<file path="src/rtl/dsp_core_ctrl_regs.svh">
`ifndef DSP_CORE_CTRL_REGS_SVH
`define DSP_CORE_CTRL_REGS_SVH

// control port word addresses
`define ADDR_W 12
`define ADDR_IFACE_LO 12'h800
`define ADDR_IFACE_HI 12'h807
`define ADDR_PIN_SET 12'h808
`define ADDR_AUX_LO 12'h809
`define ADDR_AUX_HI 12'h80C
`define ADDR_SL_DATA_LO 12'h810
`define ADDR_SL_ADDR_LO 12'h815
`define ADDR_CAPTURE0 12'h81A
`define ADDR_CAPTURE1 12'h81B
`define ADDR_CORE_CTRL 12'h81C

// capture setup fields
`define CAP_SRC_LSB 0
`define CAP_SRC_MSB 1
`define CAP_STEP_LSB 2
`define CAP_STEP_MSB 11
`define CAP_SETUP_RESET 12'h000
`define CAP_DATA_RESET 24'h000000
// 5.23 word, 5.19 result: drop the four low bits
`define CORE_WORD_W 28
`define CAP_DATA_W 24
`define CAP_DROP_BITS 4

// core control fields
`define CC_RATE_LSB 0
`define CC_RATE_MSB 1
`define CC_CLEAR_N 2
`define CC_DAC_MUTE_N 3
`define CC_ADC_MUTE_N 4
`define CC_SAFELOAD 5
`define CC_IFACE_WO 6
`define CC_PIN_WO 7
`define CC_AUX_WO 8
`define CC_DEB_LSB 12
`define CC_DEB_MSB 13
`define CC_RESET 16'h0000
`define CC_WRITABLE 16'h31FF

// safeload pairs
`define SL_PAIRS 5

// timing
`define CLOCK_HZ 10000000
`define MS_PER_S 1000
`define DEB_MS_SEL0 20
`define DEB_MS_SEL1 40
`define DEB_MS_SEL2 10
`define DEB_MS_SEL3 5
`define DEB_CNT_W 20
`define IPS_W 11
`define IPS_1X 11'h400
`define IPS_2X 11'h200
`define IPS_4X 11'h100
`define IPS_RSVD 11'h000

`endif

</file>
<file path="src/rtl/dsp_core_ctrl_pkg.sv">
package dsp_core_ctrl_pkg;
   // capture source encodings
   typedef enum logic [1:0] {
      SRC_MULT_X = 2'h0,
      SRC_MULT_Y = 2'h1,
      SRC_MAC = 2'h2,
      SRC_ACC_FB = 2'h3
   } capture_source_t;
   // safeload sequencer states
   typedef enum logic {SL_IDLE, SL_RUN} safeload_state_t;
endpackage : dsp_core_ctrl_pkg

</file>
<file path="src/rtl/safeload_sequencer.sv">
`timescale 1ns/10ps
`include "dsp_core_ctrl_regs.svh"
module safeload_sequencer (
   // clock and reset
   input wire logic i_clock,
   input wire logic i_rst_sync_n,
   // pair writes and trigger
   input wire logic [`SL_PAIRS-1:0] i_pair_written,
   input wire logic i_start,
   input wire logic i_slot,
   // transfer side
   output logic o_busy,
   output logic o_done,
   output logic o_xfer_en,
   output logic [2:0] o_xfer_index,
   output logic [`SL_PAIRS-1:0] o_pending
);
   dsp_core_ctrl_pkg::safeload_state_t state_reg, state_next;
   logic [`SL_PAIRS-1:0] pending_reg, pending_next, take_mask;
   logic [2:0] pick;
   logic any_pending, step;

   // lowest pending pair first
   function automatic logic [2:0] lowest(input logic [`SL_PAIRS-1:0] v);
      logic [2:0] r;
      r = 3'h0;
      for (int i = `SL_PAIRS - 1; i >= 0; i--) begin
         if (v[i]) begin
            r = 3'(i);
         end
      end
      return r;
   endfunction : lowest

   // one pair per free core slot, only those written since last event
   assign any_pending = |pending_reg;
   assign pick = lowest(pending_reg);
   assign step = (state_reg == dsp_core_ctrl_pkg::SL_RUN) && i_slot && any_pending;
   assign take_mask = step ? (`SL_PAIRS'(1) << pick) : '0;
   // a fresh write wins over the transfer clearing it
   assign pending_next = (pending_reg & ~take_mask) | i_pair_written;

   // state decode
   always_comb begin
      state_next = state_reg;
      case (state_reg)
         dsp_core_ctrl_pkg::SL_IDLE: begin
            if (i_start) begin
               state_next = dsp_core_ctrl_pkg::SL_RUN;
            end
         end
         dsp_core_ctrl_pkg::SL_RUN: begin
            if (!any_pending) begin
               state_next = dsp_core_ctrl_pkg::SL_IDLE;
            end
         end
         default: state_next = dsp_core_ctrl_pkg::SL_IDLE;
      endcase
   end

   // state and outputs
   always_ff @(posedge i_clock or negedge i_rst_sync_n) begin
      if (!i_rst_sync_n) begin
         state_reg <= dsp_core_ctrl_pkg::SL_IDLE;
         pending_reg <= '0;
         o_xfer_en <= 1'b0;
         o_xfer_index <= 3'h0;
         o_done <= 1'b0;
      end else begin
         state_reg <= state_next;
         pending_reg <= pending_next;
         o_xfer_en <= step;
         o_xfer_index <= pick;
         o_done <= (state_reg == dsp_core_ctrl_pkg::SL_RUN) && !any_pending;
      end
   end

   assign o_busy = (state_reg == dsp_core_ctrl_pkg::SL_RUN);
   assign o_pending = pending_reg;

   a_pair_sent_once: assert property (@(posedge i_clock) disable iff (!i_rst_sync_n)
      step && !i_pair_written[pick] |=> !pending_reg[$past(pick)])
      else $error("transferred pair still pending");
endmodule : safeload_sequencer

</file>
<file path="src/rtl/dsp_capture_and_core_control.sv">
`timescale 1ns/10ps
`include "dsp_core_ctrl_regs.svh"
module dsp_capture_and_core_control #(
   parameter logic [`DEB_CNT_W-1:0] DEB_CYC_SEL0 = `DEB_CNT_W'(`DEB_MS_SEL0 * (`CLOCK_HZ / `MS_PER_S)),
   parameter logic [`DEB_CNT_W-1:0] DEB_CYC_SEL1 = `DEB_CNT_W'(`DEB_MS_SEL1 * (`CLOCK_HZ / `MS_PER_S)),
   parameter logic [`DEB_CNT_W-1:0] DEB_CYC_SEL2 = `DEB_CNT_W'(`DEB_MS_SEL2 * (`CLOCK_HZ / `MS_PER_S)),
   parameter logic [`DEB_CNT_W-1:0] DEB_CYC_SEL3 = `DEB_CNT_W'(`DEB_MS_SEL3 * (`CLOCK_HZ / `MS_PER_S))
) (
   // clock and reset
   input wire logic i_clock,
   input wire logic i_rstn,
   // control port register access
   input wire logic i_wr_en,
   input wire logic i_rd_en,
   input wire logic [`ADDR_W-1:0] i_addr,
   input wire logic [15:0] i_wr_data,
   output logic [`CAP_DATA_W-1:0] o_rd_data,
   output logic o_rd_valid,
   // core program state
   input wire logic i_pc_valid,
   input wire logic [9:0] i_pc,
   input wire logic [`CORE_WORD_W-1:0] i_multiplier_x_operand,
   input wire logic [`CORE_WORD_W-1:0] i_multiplier_y_operand,
   input wire logic [`CORE_WORD_W-1:0] i_multiply_accumulate_result,
   input wire logic [`CORE_WORD_W-1:0] i_accumulator_feedback,
   input wire logic i_safeload_slot,
   // core control fields
   output logic [1:0] o_instruction_rate_select,
   output logic [`IPS_W-1:0] o_instructions_per_sample,
   output logic o_core_clear_n,
   output logic o_dac_mute_n,
   output logic o_adc_mute_n,
   output logic [1:0] o_gpio_debounce_select,
   output logic [`DEB_CNT_W-1:0] o_debounce_cycles,
   // write override controls
   output logic o_aux_wr_accept,
   output logic o_aux_ignore_pins,
   output logic o_pin_set_wr_accept,
   output logic o_pin_set_ignore_pins,
   output logic o_iface_wr_accept,
   output logic o_iface_program_block,
   // safeload transfer
   output logic o_safeload_busy,
   output logic o_safeload_xfer_en,
   output logic [2:0] o_safeload_xfer_index
);
   logic rst_meta_n, rst_sync_n;
   logic [11:0] setup_reg [2];
   logic [`CAP_DATA_W-1:0] cap_reg [2];
   logic [15:0] ctrl_reg, ctrl_next;
   logic [`CAP_DATA_W-1:0] rd_next;
   logic ctrl_wr, trig_start, sl_done;
   logic [`SL_PAIRS-1:0] pair_written;
   logic [`CORE_WORD_W-1:0] cap_word [2];
   logic cap_hit [2];
   logic cap_wr [2];

   // address window check used by several decoders
   function automatic logic in_range(input logic [`ADDR_W-1:0] a,
                                     input logic [`ADDR_W-1:0] lo,
                                     input logic [`ADDR_W-1:0] hi);
      return (a >= lo) && (a <= hi);
   endfunction : in_range

   // reset release through two flops
   always_ff @(posedge i_clock or negedge i_rstn) begin
      if (!i_rstn) begin
         rst_meta_n <= 1'b0;
         rst_sync_n <= 1'b0;
      end else begin
         rst_meta_n <= 1'b1;
         rst_sync_n <= rst_meta_n;
      end
   end

   // capture channels
   for (genvar c = 0; c < 2; c++) begin : g_cap
      // setup write at this channel's address
      assign cap_wr[c] = i_wr_en && (i_addr == (`ADDR_CAPTURE0 + `ADDR_W'(c)));
      // source mux
      always_comb begin
         case (dsp_core_ctrl_pkg::capture_source_t'(setup_reg[c][`CAP_SRC_MSB:`CAP_SRC_LSB]))
            dsp_core_ctrl_pkg::SRC_MULT_X: cap_word[c] = i_multiplier_x_operand;
            dsp_core_ctrl_pkg::SRC_MULT_Y: cap_word[c] = i_multiplier_y_operand;
            dsp_core_ctrl_pkg::SRC_MAC: cap_word[c] = i_multiply_accumulate_result;
            dsp_core_ctrl_pkg::SRC_ACC_FB: cap_word[c] = i_accumulator_feedback;
            default: cap_word[c] = i_multiplier_x_operand;
         endcase
      end
      // step match
      assign cap_hit[c] = i_pc_valid && (i_pc == setup_reg[c][`CAP_STEP_MSB:`CAP_STEP_LSB]);

      // setup and captured value
      always_ff @(posedge i_clock or negedge rst_sync_n) begin
         if (!rst_sync_n) begin
            setup_reg[c] <= `CAP_SETUP_RESET;
            cap_reg[c] <= `CAP_DATA_RESET;
         end else begin
            if (cap_wr[c]) begin
               setup_reg[c] <= i_wr_data[`CAP_STEP_MSB:`CAP_SRC_LSB];
            end
            if (cap_hit[c]) begin
               cap_reg[c] <= cap_word[c][`CORE_WORD_W-1:`CAP_DROP_BITS];
            end
         end
      end

      a_capture_on_step: assert property (@(posedge i_clock) disable iff (!rst_sync_n)
         cap_hit[c] |=> cap_reg[c] == $past(cap_word[c][`CORE_WORD_W-1:`CAP_DROP_BITS]))
         else $error("capture did not take the selected word");
      a_capture_holds: assert property (@(posedge i_clock) disable iff (!rst_sync_n)
         !cap_hit[c] |=> $stable(cap_reg[c]))
         else $error("capture changed without a step match");
      a_setup_write: assert property (@(posedge i_clock) disable iff (!rst_sync_n)
         cap_wr[c] |=> setup_reg[c] == $past(i_wr_data[`CAP_STEP_MSB:`CAP_SRC_LSB]))
         else $error("capture setup word not stored");
   end

   // control register write with trigger self-clear
   assign ctrl_wr = i_wr_en && (i_addr == `ADDR_CORE_CTRL);
   assign trig_start = ctrl_wr && i_wr_data[`CC_SAFELOAD] && !ctrl_reg[`CC_SAFELOAD];
   always_comb begin
      ctrl_next = ctrl_reg;
      if (ctrl_wr) begin
         // keep a pending trigger: software cannot cancel a running transfer
         ctrl_next = (i_wr_data & `CC_WRITABLE) | (ctrl_reg & (16'h1 << `CC_SAFELOAD));
      end
      if (sl_done) begin
         ctrl_next[`CC_SAFELOAD] = 1'b0;
      end
      if (trig_start) begin
         ctrl_next[`CC_SAFELOAD] = 1'b1;
      end
   end

   always_ff @(posedge i_clock or negedge rst_sync_n) begin
      if (!rst_sync_n) begin
         ctrl_reg <= `CC_RESET;
      end else begin
         ctrl_reg <= ctrl_next;
      end
   end

   // field outputs
   assign o_instruction_rate_select = ctrl_reg[`CC_RATE_MSB:`CC_RATE_LSB];
   assign o_core_clear_n = ctrl_reg[`CC_CLEAR_N];
   assign o_dac_mute_n = ctrl_reg[`CC_DAC_MUTE_N];
   assign o_adc_mute_n = ctrl_reg[`CC_ADC_MUTE_N];
   assign o_gpio_debounce_select = ctrl_reg[`CC_DEB_MSB:`CC_DEB_LSB];

   // rate and debounce lookups, registered
   always_ff @(posedge i_clock or negedge rst_sync_n) begin
      if (!rst_sync_n) begin
         o_instructions_per_sample <= `IPS_1X;
         o_debounce_cycles <= DEB_CYC_SEL0;
      end else begin
         case (ctrl_next[`CC_RATE_MSB:`CC_RATE_LSB])
            2'h0: o_instructions_per_sample <= `IPS_1X;
            2'h1: o_instructions_per_sample <= `IPS_2X;
            2'h2: o_instructions_per_sample <= `IPS_4X;
            default: o_instructions_per_sample <= `IPS_RSVD;
         endcase
         case (ctrl_next[`CC_DEB_MSB:`CC_DEB_LSB])
            2'h0: o_debounce_cycles <= DEB_CYC_SEL0;
            2'h1: o_debounce_cycles <= DEB_CYC_SEL1;
            2'h2: o_debounce_cycles <= DEB_CYC_SEL2;
            default: o_debounce_cycles <= DEB_CYC_SEL3;
         endcase
      end
   end

   // write override decode
   assign o_aux_ignore_pins = ctrl_reg[`CC_AUX_WO];
   assign o_aux_wr_accept = i_wr_en && ctrl_reg[`CC_AUX_WO]
      && in_range(i_addr, `ADDR_AUX_LO, `ADDR_AUX_HI);
   assign o_pin_set_ignore_pins = ctrl_reg[`CC_PIN_WO];
   assign o_pin_set_wr_accept = i_wr_en && ctrl_reg[`CC_PIN_WO]
      && (i_addr == `ADDR_PIN_SET);
   assign o_iface_program_block = ctrl_reg[`CC_IFACE_WO];
   assign o_iface_wr_accept = i_wr_en && ctrl_reg[`CC_IFACE_WO]
      && in_range(i_addr, `ADDR_IFACE_LO, `ADDR_IFACE_HI);

   // safeload pair write marks, address or data word of a pair
   for (genvar p = 0; p < `SL_PAIRS; p++) begin : g_pair
      assign pair_written[p] = i_wr_en
         && ((i_addr == (`ADDR_SL_DATA_LO + `ADDR_W'(p)))
          || (i_addr == (`ADDR_SL_ADDR_LO + `ADDR_W'(p))));
   end

   safeload_sequencer u_safeload (
      .i_clock(i_clock),
      .i_rst_sync_n(rst_sync_n),
      .i_pair_written(pair_written),
      .i_start(trig_start),
      .i_slot(i_safeload_slot),
      .o_busy(o_safeload_busy),
      .o_done(sl_done),
      .o_xfer_en(o_safeload_xfer_en),
      .o_xfer_index(o_safeload_xfer_index),
      .o_pending()
   );

   // read mux, unmapped and reserved read zero; reads have no side effect
   always_comb begin
      rd_next = '0;
      if (i_addr == `ADDR_CAPTURE0) begin
         rd_next = cap_reg[0];
      end else if (i_addr == `ADDR_CAPTURE1) begin
         rd_next = cap_reg[1];
      end else if (i_addr == `ADDR_CORE_CTRL) begin
         rd_next = `CAP_DATA_W'(ctrl_reg);
      end
   end

   always_ff @(posedge i_clock or negedge rst_sync_n) begin
      if (!rst_sync_n) begin
         o_rd_data <= '0;
         o_rd_valid <= 1'b0;
      end else begin
         o_rd_valid <= i_rd_en;
         if (i_rd_en) begin
            o_rd_data <= rd_next;
         end
      end
   end

   // control register and safeload checks
   a_trigger_sets: assert property (@(posedge i_clock) disable iff (!rst_sync_n)
      trig_start |=> ctrl_reg[`CC_SAFELOAD] && o_safeload_busy)
      else $error("safeload trigger did not start");
   a_trigger_self_clears: assert property (@(posedge i_clock) disable iff (!rst_sync_n)
      sl_done && !trig_start |=> !ctrl_reg[`CC_SAFELOAD])
      else $error("safeload trigger not cleared on completion");
   a_busy_holds_trigger: assert property (@(posedge i_clock) disable iff (!rst_sync_n)
      o_safeload_busy |-> ctrl_reg[`CC_SAFELOAD])
      else $error("safeload running with trigger bit clear");
   a_mutes_follow_bits: assert property (@(posedge i_clock) disable iff (!rst_sync_n)
      ctrl_wr && !trig_start && !sl_done |=> o_adc_mute_n == $past(i_wr_data[`CC_ADC_MUTE_N])
      && o_dac_mute_n == $past(i_wr_data[`CC_DAC_MUTE_N])
      && o_core_clear_n == $past(i_wr_data[`CC_CLEAR_N]))
      else $error("mute or clear bit did not follow the write");
   // rate and debounce lookups against their codes
   a_rate_default: assert property (@(posedge i_clock) disable iff (!rst_sync_n)
      o_instruction_rate_select == 2'h0 |-> o_instructions_per_sample == `IPS_1X)
      else $error("rate select 00 is not 1024 instructions");
   a_rate_double: assert property (@(posedge i_clock) disable iff (!rst_sync_n)
      o_instruction_rate_select == 2'h1 |-> o_instructions_per_sample == `IPS_2X)
      else $error("rate select 01 is not 512 instructions");
   a_rate_decode: assert property (@(posedge i_clock) disable iff (!rst_sync_n)
      o_instruction_rate_select == 2'h2 |-> o_instructions_per_sample == `IPS_4X)
      else $error("rate select 10 is not 256 instructions");
   a_rate_reserved: assert property (@(posedge i_clock) disable iff (!rst_sync_n)
      o_instruction_rate_select == 2'h3 |-> o_instructions_per_sample == `IPS_RSVD)
      else $error("reserved rate select not flagged");
   a_debounce_sel_zero: assert property (@(posedge i_clock) disable iff (!rst_sync_n)
      o_gpio_debounce_select == 2'h0 |-> o_debounce_cycles == DEB_CYC_SEL0)
      else $error("debounce select 00 wrong count");
   a_debounce_decode: assert property (@(posedge i_clock) disable iff (!rst_sync_n)
      o_gpio_debounce_select == 2'h1 |-> o_debounce_cycles == DEB_CYC_SEL1)
      else $error("debounce select 01 wrong count");
   a_debounce_sel_two: assert property (@(posedge i_clock) disable iff (!rst_sync_n)
      o_gpio_debounce_select == 2'h2 |-> o_debounce_cycles == DEB_CYC_SEL2)
      else $error("debounce select 10 wrong count");
   a_debounce_sel_three: assert property (@(posedge i_clock) disable iff (!rst_sync_n)
      o_gpio_debounce_select == 2'h3 |-> o_debounce_cycles == DEB_CYC_SEL3)
      else $error("debounce select 11 wrong count");
   // write override gating
   a_aux_gated: assert property (@(posedge i_clock) disable iff (!rst_sync_n)
      o_aux_wr_accept |-> o_aux_ignore_pins && i_addr >= `ADDR_AUX_LO
      && i_addr <= `ADDR_AUX_HI)
      else $error("aux write accepted without override");
   a_aux_range_end: assert property (@(posedge i_clock) disable iff (!rst_sync_n)
      i_wr_en && i_addr == `ADDR_AUX_HI |-> o_aux_wr_accept == ctrl_reg[`CC_AUX_WO])
      else $error("aux write at last address wrong");
   a_iface_gated: assert property (@(posedge i_clock) disable iff (!rst_sync_n)
      i_wr_en && i_addr == `ADDR_IFACE_LO |-> o_iface_wr_accept == o_iface_program_block)
      else $error("interface write acceptance wrong");
   a_iface_range_end: assert property (@(posedge i_clock) disable iff (!rst_sync_n)
      i_wr_en && i_addr == `ADDR_IFACE_HI |-> o_iface_wr_accept == ctrl_reg[`CC_IFACE_WO])
      else $error("interface write at last address wrong");
   a_pin_gated: assert property (@(posedge i_clock) disable iff (!rst_sync_n)
      i_wr_en && i_addr == `ADDR_PIN_SET |-> o_pin_set_wr_accept == ctrl_reg[`CC_PIN_WO])
      else $error("pin setting write acceptance wrong");
   // capture reads
   a_capture_read: assert property (@(posedge i_clock) disable iff (!rst_sync_n)
      i_rd_en && i_addr == `ADDR_CAPTURE1 |=> o_rd_valid && o_rd_data == $past(cap_reg[1]))
      else $error("capture 1 read returned wrong data");
   a_capture_zero_read: assert property (@(posedge i_clock) disable iff (!rst_sync_n)
      i_rd_en && i_addr == `ADDR_CAPTURE0 |=> o_rd_valid && o_rd_data == $past(cap_reg[0]))
      else $error("capture 0 read returned wrong data");
endmodule : dsp_capture_and_core_control

</file>
<file path="config.mk">
export PLATFORM = sky130hd
export DESIGN_NAME = dsp_capture_and_core_control
export DESIGN_NICKNAME = d
export VERILOG_FILES = /design/src/rtl/dsp_core_ctrl_pkg.sv /design/src/rtl/safeload_sequencer.sv /design/src/rtl/dsp_capture_and_core_control.sv
export VERILOG_INCLUDE_DIRS = /design/src /design/src/rtl
export SDC_FILE = /design/constraint.sdc
export NUM_CORES = 1
export LEC_CHECK = 0
export BUFFER_PORTS_ARGS = -buffer_cell sky130_fd_sc_hd__buf_4
export CAP_MARGIN = 20
export CORE_MARGIN = 10
export CORE_UTILIZATION = 51
export DETAILED_ROUTE_END_ITERATION = 6
export PLACE_DENSITY = 0.79
export SLEW_MARGIN = 20
export SYNTH_ARGS = -nofsm -noshare
export SYNTH_HDL_FRONTEND = slang
export SYNTH_SLANG_ARGS = --single-unit
</file>
<file path="constraint.sdc">
create_clock -name i_clock -period 5.2 [get_ports i_clock]
set_input_delay 1.04 -clock i_clock [delete_from_list [all_inputs] [get_ports i_clock]]
set_output_delay 1.04 -clock i_clock [all_outputs]
set_load 0.05 [all_outputs]
</file>
# --- Yosys cells after proc, flatten, opt, wreduce, memory -nomap -nowiden ---
# Cells that the tools add are included.
word_totals:
  inputBits: 156
  reg_bits: 155
  ramBits: 0
  mem_bits_ro: 0
  output_inout_bits: 74
  latch_bits: 0
  mem_count: 0
classes:
  n_reduce_logical: 36
  n_mux: 19
  order_cmp: 4
  n_div: 0
  n_eq_ne: 26
  add_sub_neg: 0
  n_bitwise: 5
  shift: 1
  multipliers: 0
op_table:
  columns: ["cell", "count"]
  rows:
  - ["$pmux 28 s4", 2]
  - ["$eq 12x12->1 const B", 14]
  - ["$pmux 19 s3", 1]
  - ["$mux 24", 2]
  - ["$pmux 11 s3", 1]
  - ["$mux 14", 2]
  - ["$ge 12x12->1 const B", 2]
  - ["$le 12x12->1 const B", 2]
  - ["$logic_and 1x1->1", 23]
  - ["$eq 10x10->1", 2]
  - ["$mux 3", 5]
  - ["$or 14x6->14", 1]
  - ["$eq 2x2->1 const B", 6]
  - ["$eq 2x1->1 const B", 4]
  - ["$logic_not 2->1", 4]
  - ["$and 5x5->5", 1]
  - ["$logic_or 1x1->1", 5]
  - ["$mux 5", 1]
  - ["$not 5->5", 1]
  - ["$or 5x5->5", 1]
  - ["$reduce_or 5->1", 1]
  - ["$shl 1x3->5 const A", 1]
  - ["$mux 1", 4]
  - ["$reduce_bool 3->1", 1]
  - ["other kinds (3)", 4]

# --- Logic depth before layout (Yosys ltp) ---
# Gate-level depths: netlist of run 1.
logic_depth:
  ltp_word: 10
  depth_mapped: 6
  mapped_depth_nobuf: 6

# --- Hierarchy ---
# From an unflattened synthesis of run 1, not the netlist that was laid out.
unflattened:
  cells_unflattened: 515
  hier_area_um2: 6971.7
modules_own_cells:
  columns: ["module", "instances", "area_per_inst_um2", "seq_area_each_um2", "cells_per_inst"]
  rows:
  - ["dsp_capture_and_core_control", 1, 6541.3, 3032.9, 481]
  - ["safeload_sequencer", 1, 430.4, 275.3, 34]

# --- Least setup slack after synthesis of run 1 ---
# Ideal clock, no wire load.
synth_timing:
  path_kind: "input-to-output"
  from: "input i_addr[9]"
  to: "output o_aux_wr_accept"
  path_slack_ns: 1.739
  t_required_ns: 4.160
  path_buffers: 0
  arrival_ns: 2.421
  stages: 3
  path_cell_list: "or4_4 -> nor4_1 -> and4_1"
synth_between:
  elab_chain_cells: 3
synth_rtl:
  columns: ["element", "line", "rtl"]
  rows:
  - ["start, declared", "dsp_capture_and_core_control.sv:15", "input wire logic [`ADDR_W-1:0] i_addr,"]
  - ["$ge 12x12->1 / $le 12x12->1 (equally long branches)", "dsp_capture_and_core_control.sv:62", "return (a >= lo) && (a <= hi);"]
  - ["$logic_and 1x1->1 *", "dsp_capture_and_core_control.sv:62", null]
  - ["$logic_and 1x1->1 *", "dsp_capture_and_core_control.sv:174", "assign o_aux_wr_accept = i_wr_en && ctrl_reg[`CC_AUX_WO]"]
  - ["end, declared", "dsp_capture_and_core_control.sv:36", "output logic o_aux_wr_accept,"]
# Mark *: on every way between the ends. The rest lies on a longest branch, timed or not.

# --- Worst setup path after layout of run 1 ---
layout_timing:
  from: "input i_addr[9]"
  to: "output o_pin_set_wr_accept"
layout_between:
  elab_chain_cells: 2
layout_rtl:
  columns: ["element", "line", "rtl"]
  rows:
  - ["$eq 12x12->1 (no line)", null, null]
  - ["$logic_and 1x1->1", "dsp_capture_and_core_control.sv:177", "assign o_pin_set_wr_accept = i_wr_en && ctrl_reg[`CC_PIN_WO]"]
  - ["end, declared", "dsp_capture_and_core_control.sv:38", "output logic o_pin_set_wr_accept,"]
# No other way between the ends.

==> impl_metrics.env, run 1 <==
export IMPL_status="finished clean"
export IMPL_cp_top_family="simple AND/OR/NAND/NOR gates"
export IMPL_die_w_um=137.8
export IMPL_endpoint_kind="output pin"
export IMPL_placeableCoreArea_mm2=0.01340
export IMPL_diodes=0
export IMPL_die_area_mm2=0.01899
export IMPL_dr_pass1_iters=4
export IMPL_hold_class="reg -> reg"
export IMPL_numCtsBuffers=17
export IMPL_rsz0062_at_grt="no"
export IMPL_leakage_nw=4.511
export IMPL_ys_flop_type="dfrtp_1"
export IMPL_htree_levels=4
export IMPL_path_max_fanout=3
export IMPL_grt_pass1_vias=5943
export IMPL_tightest_slew_ns=0.9778
export IMPL_clkTransAtPathRegs_ns=0.06
export IMPL_dp_cells=877
export IMPL_synth_cells=545
export IMPL_drive_above_1_share_pct=51.56
export IMPL_area_growth_pct=30.19
export IMPL_relSlewSlack_pct=34.60
export IMPL_ys_types=47
export IMPL_fin_ws_ns=1.604
export IMPL_rows=42
export IMPL_fp_dieH_um=137.8
export IMPL_clk_latency_ns=0.42
export IMPL_start_kind="input port"
export IMPL_grt_pass1_wl_um=30260
export IMPL_crit_top_cell="buf_4"
export IMPL_min_period_over_period_pct=69.16
export IMPL_path_buf_inv=2
export IMPL_track_usage_pct=20.61
export IMPL_wl_um=19560
export IMPL_num_io_pins=230
export IMPL_synth_ff_latch_count=133
export IMPL_portBuffers=197
export IMPL_drv_slew=0
export IMPL_initial_core_util_pct=52.83
export IMPL_fmaxAchievable_mhz=278.1
export IMPL_dp_slack_ns=1.595
export IMPL_synth_edf_count=0
export IMPL_via_per_inst=5.675
export IMPL_largest_register_ffs=48
export IMPL_crit_chain="buf_4 > or4_4 > nor4_1 > and4_1 > buf_4"
export IMPL_worst_path_max_delay_cell="or4_4"
export IMPL_final_core_util_pct=68.78
export IMPL_antenna_found_initial=0
export IMPL_cts_setup_buffers=0
export IMPL_total_power_mw=2.653
export IMPL_crit_required_ns=4.16
export IMPL_finClkSkew_ns=0.01223
export IMPL_p_per_area_mw_per_mm2=287.8
export IMPL_maxCapViolations=0
export IMPL_crit_arrival_ns=2.56
export IMPL_drt_iter0_drc=276
export IMPL_ys_seq_area_share_pct=47.08
export IMPL_gp_congestion=0.8245
export IMPL_ys_warn_count=0
export IMPL_slowest_delay_ns=0.57
export IMPL_num_vias=5170
export IMPL_antenna_left=0
export IMPL_cts_buffer_depth=2
export IMPL_wire_per_inst_um=21.47
export IMPL_overflow=0
export IMPL_final_nets=882
export IMPL_dpl_hpwl_um=14490
export IMPL_cts_sinks=133
export IMPL_holdWs_ns=0.3478
export IMPL_postCtsHoldBufs=0
export IMPL_synth_async_sr_flop_share_pct=100.0
export IMPL_period_minus_slack_ns=3.596
export IMPL_ctsResizeCount=0
export IMPL_design_area_mm2=0.009216
export IMPL_synth_area_per_cell_um2=12.99
export IMPL_grt_max_degree=68
export IMPL_instances_no_fill=911
export IMPL_cts_tree="built"
export IMPL_clock_root_buffer="clkbuf_16"
export IMPL_ir_worst_vdd_uv=240.3
export IMPL_synthesis_area_mm2=0.007079
export IMPL_dpl_cell_area_mm2=0.008543
export IMPL_critical_path_class="in -> out"
export IMPL_tns_ns=0
export IMPL_setup_viol=0
export IMPL_drc=0
export IMPL_r2r_slack_ns=2.82
export IMPL_hold_violations=0
==> report_power, final <==
part / internal (mW) / switching, mW
clock network: 0.864 / 0.444
logic: 0.131 / 0.141
registers: 1.05 / 0.0207
==> final cells by class <==
class / instances / area [um^2]
Fill cell: 937 / 4184
Multi-Input combinational cell: 360 / 3448
Sequential cell: 133 / 3341
Timing Repair Buffer: 203 / 1531
Clock buffer: 20 / 446.7
Tap cell: 176 / 220.2
Clock inverter: 12 / 202.7
Inverter: 7 / 26.28
==> worst register-to-register path, cell delays in order, from the launching register on <==
cell and delay [ns]:
dfrtp_1 0.39, xnor2_1 0.19, nand4_1 0.18, nor3_4 0.84, buf_4 0.32, mux2_2 0.34
==> synth_stat cells, types with 3 or more instances <==
cell type	n	area share (%)
a21boi_1	10	1.1
ha_1	4	0.71
xnor2_1	21	2.6
inv_1	7	0.37
o21ai_0	8	0.57
nand3b_1	3	0.32
buf_4	24	2.5
a21o_1	11	1.2
a21oi_1	28	2.0
mux4_2	48	15
and3_1	3	0.27
nor2_1	11	0.58
nor2b_1	16	1.4
o31ai_1	4	0.42
mux2_2	81	13
clkbuf_1	19	1.0
o22ai_1	12	1.1
nand3_1	16	1.1
nand4_1	6	0.53
nand2_1	32	1.7
and4_1	3	0.37
dfstp_2	4	1.5
dfrtp_1	129	46
buf_2	13	0.92
nand2b_1	3	0.27
==> cell families (layout without fill, tap and decap cells) <==
logic type	count (synthesis)	in the layout	share of synthesized area (%)
buffers and inverters	65	242	5.161
AND/OR/NAND/NOR	112	112	9.138
adder cells (fa/ha/maj)	4	4	0.7070
XOR/XNOR	22	22	2.722
multiplexers	132	132	28.60
other	2	15	0.1061
flip-flops	133	133	47.08
AO/OA/AOI/OAI	75	75	6.486
==> cells in the final DEF, fill, tap and decap left out, types with 6 or more instances in the layout <==
cell,count
buf_4,201
nand2_1,32
dfrtp_1,125
mux4_2,48
nand4_1,6
clkbuf_16,17
inv_1,7
nand3_1,16
xnor2_1,21
a21oi_1,28
nor2b_1,16
a21boi_1,10
mux2_2,81
conb_1,15
a21o_1,11
nor2_1,11
o22ai_1,12
o21ai_0,8
==> path summary, 6_finish.rpt <==
path                                            from                       to  cells past startpoint
max reg2reg                setup_reg[19]$_DFFE_PN0P_  cap_reg[46]$_DFFE_PN0P_                      5
max in group asynchronous       rst_sync_n$_DFF_PN0_  cap_reg[46]$_DFFE_PN0P_                      1
max                                        i_addr[9]      o_pin_set_wr_accept                      5
min in group asynchronous                     i_rstn     rst_sync_n$_DFF_PN0_                      1
min reg2reg                     rst_meta_n$_DFF_PN0_     rst_sync_n$_DFF_PN0_                      0
min                             rst_meta_n$_DFF_PN0_     rst_sync_n$_DFF_PN0_                      0
==> per-layer routing <==
metal	vias to the layer above	GRT usage [%]	routed length (um)
met3	35	6.191	1493
met1	2609	22.58	7210
met5	-	0	0
met2	197	36.96	10450
li1	2329	-	-
met4	0	7.300	405
Power figures use the tool's default switching activity.
==> inputs of run 2 (changes only) <==
--- a/config.mk
+++ b/config.mk
@@ -9,9 +9,9 @@
 export BUFFER_PORTS_ARGS = -buffer_cell sky130_fd_sc_hd__buf_4
 export CAP_MARGIN = 20
 export CORE_MARGIN = 10
-export CORE_UTILIZATION = 51
+export CORE_UTILIZATION = 46
 export DETAILED_ROUTE_END_ITERATION = 6
-export PLACE_DENSITY = 0.79
+export PLACE_DENSITY = 0.75
 export SLEW_MARGIN = 20
 export SYNTH_ARGS = -nofsm -noshare
 export SYNTH_HDL_FRONTEND = slang
==> constraint.sdc (replaced) <==
create_clock -name i_clock -period 3.3 [get_ports i_clock]
set_input_delay 0.66 -clock i_clock [delete_from_list [all_inputs] [get_ports i_clock]]
set_output_delay 0.66 -clock i_clock [all_outputs]
set_load 0.05 [all_outputs]
==> run 2 against run 1 <==
Clock-buffer cell count increased by 4. Combinational power rose by 60%. Register-to-register slack worse by 1.5 ns. Via count shrank 0.21%. Total power increased by 51%. Sequential power grew 57%. Critical path depth unchanged. Sequential share of layout area hardly changed. Utilization down 7.9 points. Sequential cell count stayed put. Non-clock buffer count up 5. Critical path type unchanged. Largest power group unchanged. Highest routed layer unchanged.
==> impl_metrics.env, run 2 (synthesis results as in run 1) <==
export IMPL_area_growth_pct=30.29
export IMPL_relSlewSlack_pct=39.91
export IMPL_grtUsageMet3_pct=6.756
export IMPL_critical_path_class="in -> out"
export IMPL_p_per_area_mw_per_mm2=433.3
export IMPL_portBuffers=197
export IMPL_wire_per_inst_um=20.84
export IMPL_cts_buffer_depth=2
export IMPL_design_area_mm2=0.009224
export IMPL_tns_ns=0
export IMPL_cts_setup_buffers=0
export IMPL_crit_arrival_ns=2.18
export IMPL_maxCapViolations=0
export IMPL_track_usage_pct=18.79
export IMPL_dr_pass1_iters=4
export IMPL_hold_violations=0
export IMPL_tightest_slew_ns=0.9013
export IMPL_setup_viol=0
export IMPL_die_w_um=144.1
export IMPL_finClkSkew_ns=0.004450
export IMPL_grt_use_met2_pct=33.06
export IMPL_placeableCoreArea_mm2=0.01515
export IMPL_layout_common_cells="206 x buf_4, 126 x dfrtp_1, 81 x mux2_2"
export IMPL_num_fill_cells=1187
export IMPL_start_kind="input port"
export IMPL_clk_latency_ns=0.41
export IMPL_largest_register_ffs=48
export IMPL_fmaxAchievable_mhz=351.7
export IMPL_grt_max_degree=71
export IMPL_rows=45
export IMPL_total_power_mw=3.997
export IMPL_seq_area_mm2=0.003339
export IMPL_drc=0
export IMPL_endpoint_kind="output pin"
export IMPL_drv_slew=0
export IMPL_min_period_over_period_pct=86.16
export IMPL_drt_iter0_drc=226
export IMPL_multi_input_area_mm2=0.003448
export IMPL_busiest_layer="met2"
export IMPL_fp_dieH_um=144.1
export IMPL_dpl_cell_area_mm2=0.008616
export IMPL_period_minus_slack_ns=2.843
export IMPL_drive_above_1_share_pct=51.62
export IMPL_initial_core_util_pct=46.74
export IMPL_holdWs_ns=0.3032
export IMPL_diodes=0
export IMPL_status="finished clean"
export IMPL_cp_startpoint="i_addr[9]"
export IMPL_num_io_pins=230
export IMPL_final_nets=887
export IMPL_htree_levels=4
export IMPL_cts_sinks=133
export IMPL_gp_congestion=0.8338
export IMPL_cts_tree="built"
export IMPL_die_area_mm2=0.02075
export IMPL_dpl_hpwl_um=14470
export IMPL_antenna_found_initial=0
export IMPL_overflow=0
export IMPL_final_common_cell="buf_4"
export IMPL_clock_root_buffer="clkbuf_16"
export IMPL_antenna_left=0
export IMPL_globalRouteMet1Util_pct=21.18
export IMPL_numCtsBuffers=17
export IMPL_leakage_nw=4.522
export IMPL_clkTransAtPathRegs_ns=0.05
export IMPL_r2r_slack_ns=1.32
export IMPL_via_per_inst=5.559
export IMPL_r2r_start="setup_reg[12]$_DFFE_PN0P_"
export IMPL_crit_required_ns=2.64
export IMPL_rsz0062_at_grt="no"
export IMPL_ir_worst_vdd_uv=382.1
export IMPL_num_vias=5159
export IMPL_grt_pass1_vias=5770
export IMPL_wl_um=19340
export IMPL_hold_class="reg -> async"
export IMPL_path_max_fanout=3
export IMPL_grt_pass1_wl_um=30300
-- run 2: changes by cell type in the layout (fill, tap and decap cells not counted), sizes merged --
cell         change
clkbuf           +3
clkinv           -1
buf              +5
bufinv           -3
dlygate4sd3      +1
-- run 2: through the flow --
step                setup WS (ns)  std cells  util (%)
floorplan                  0.5992        558         -
global placement           0.4869        895     56.89
detailed placement         0.4700        895     56.89
CTS                        0.4657        928     60.90
global route               0.4094        928     60.90
finish                     0.4567        928     60.90
-- run 2: repair_timing --
action	4_1_cts	5_1_grt
endpoints found under the setup margin	0	0
hold buffers	1	0
resized for setup	0	0
endpoints found under the hold margin	2	0
-- run 2: cell type report --
type	count	share of cell area [%]
clock buffers	24	5.439
clock inverters	8	1.044
inverters	7	0.2849
multi-input cells	360	37.38
flip-flops and latches	133	36.20
well taps	188	2.550
repair buffers	208	17.09
-- run 2: path summary, 6_finish.rpt --
check	to	cells after the start
max	o_aux_wr_accept	5
min	setup_reg[18]$_DFFE_PN0P_	0
max reg2reg	cap_reg[38]$_DFFE_PN0P_	2
min reg2reg	setup_reg[18]$_DFFE_PN0P_	0
max in group asynchronous	o_debounce_cycles[8]$_DFF_PN1_	1
min in group i_clock	rst_sync_n$_DFF_PN0_	0
-- run 2: worst max-delay path: stages --
cell and delay, ns:
buf_4 0.12, or4_4 0.57, nor4_1 0.38, and4_1 0.25, buf_4 0.20
-- run 2: per-layer routing --
layer | routed length, um | vias to the layer above
met5 | 0 | -
met4 | 244 | 0
met3 | 1541 | 22
met2 | 10110 | 174
met1 | 7445 | 2628
li1 | - | 2335
-- run 2: report_power, final --
| part | switching (mW) | internal, mW | total (mW) |
|---|---|---|---|
| Combinational | 0.226 | 0.210 | 0.436 |
| Clock | 0.669 | 1.21 | 1.88 |
| Sequential | 0.0256 | 1.66 | 1.68 |
| Total | 0.920 | 3.08 | 4.00 |
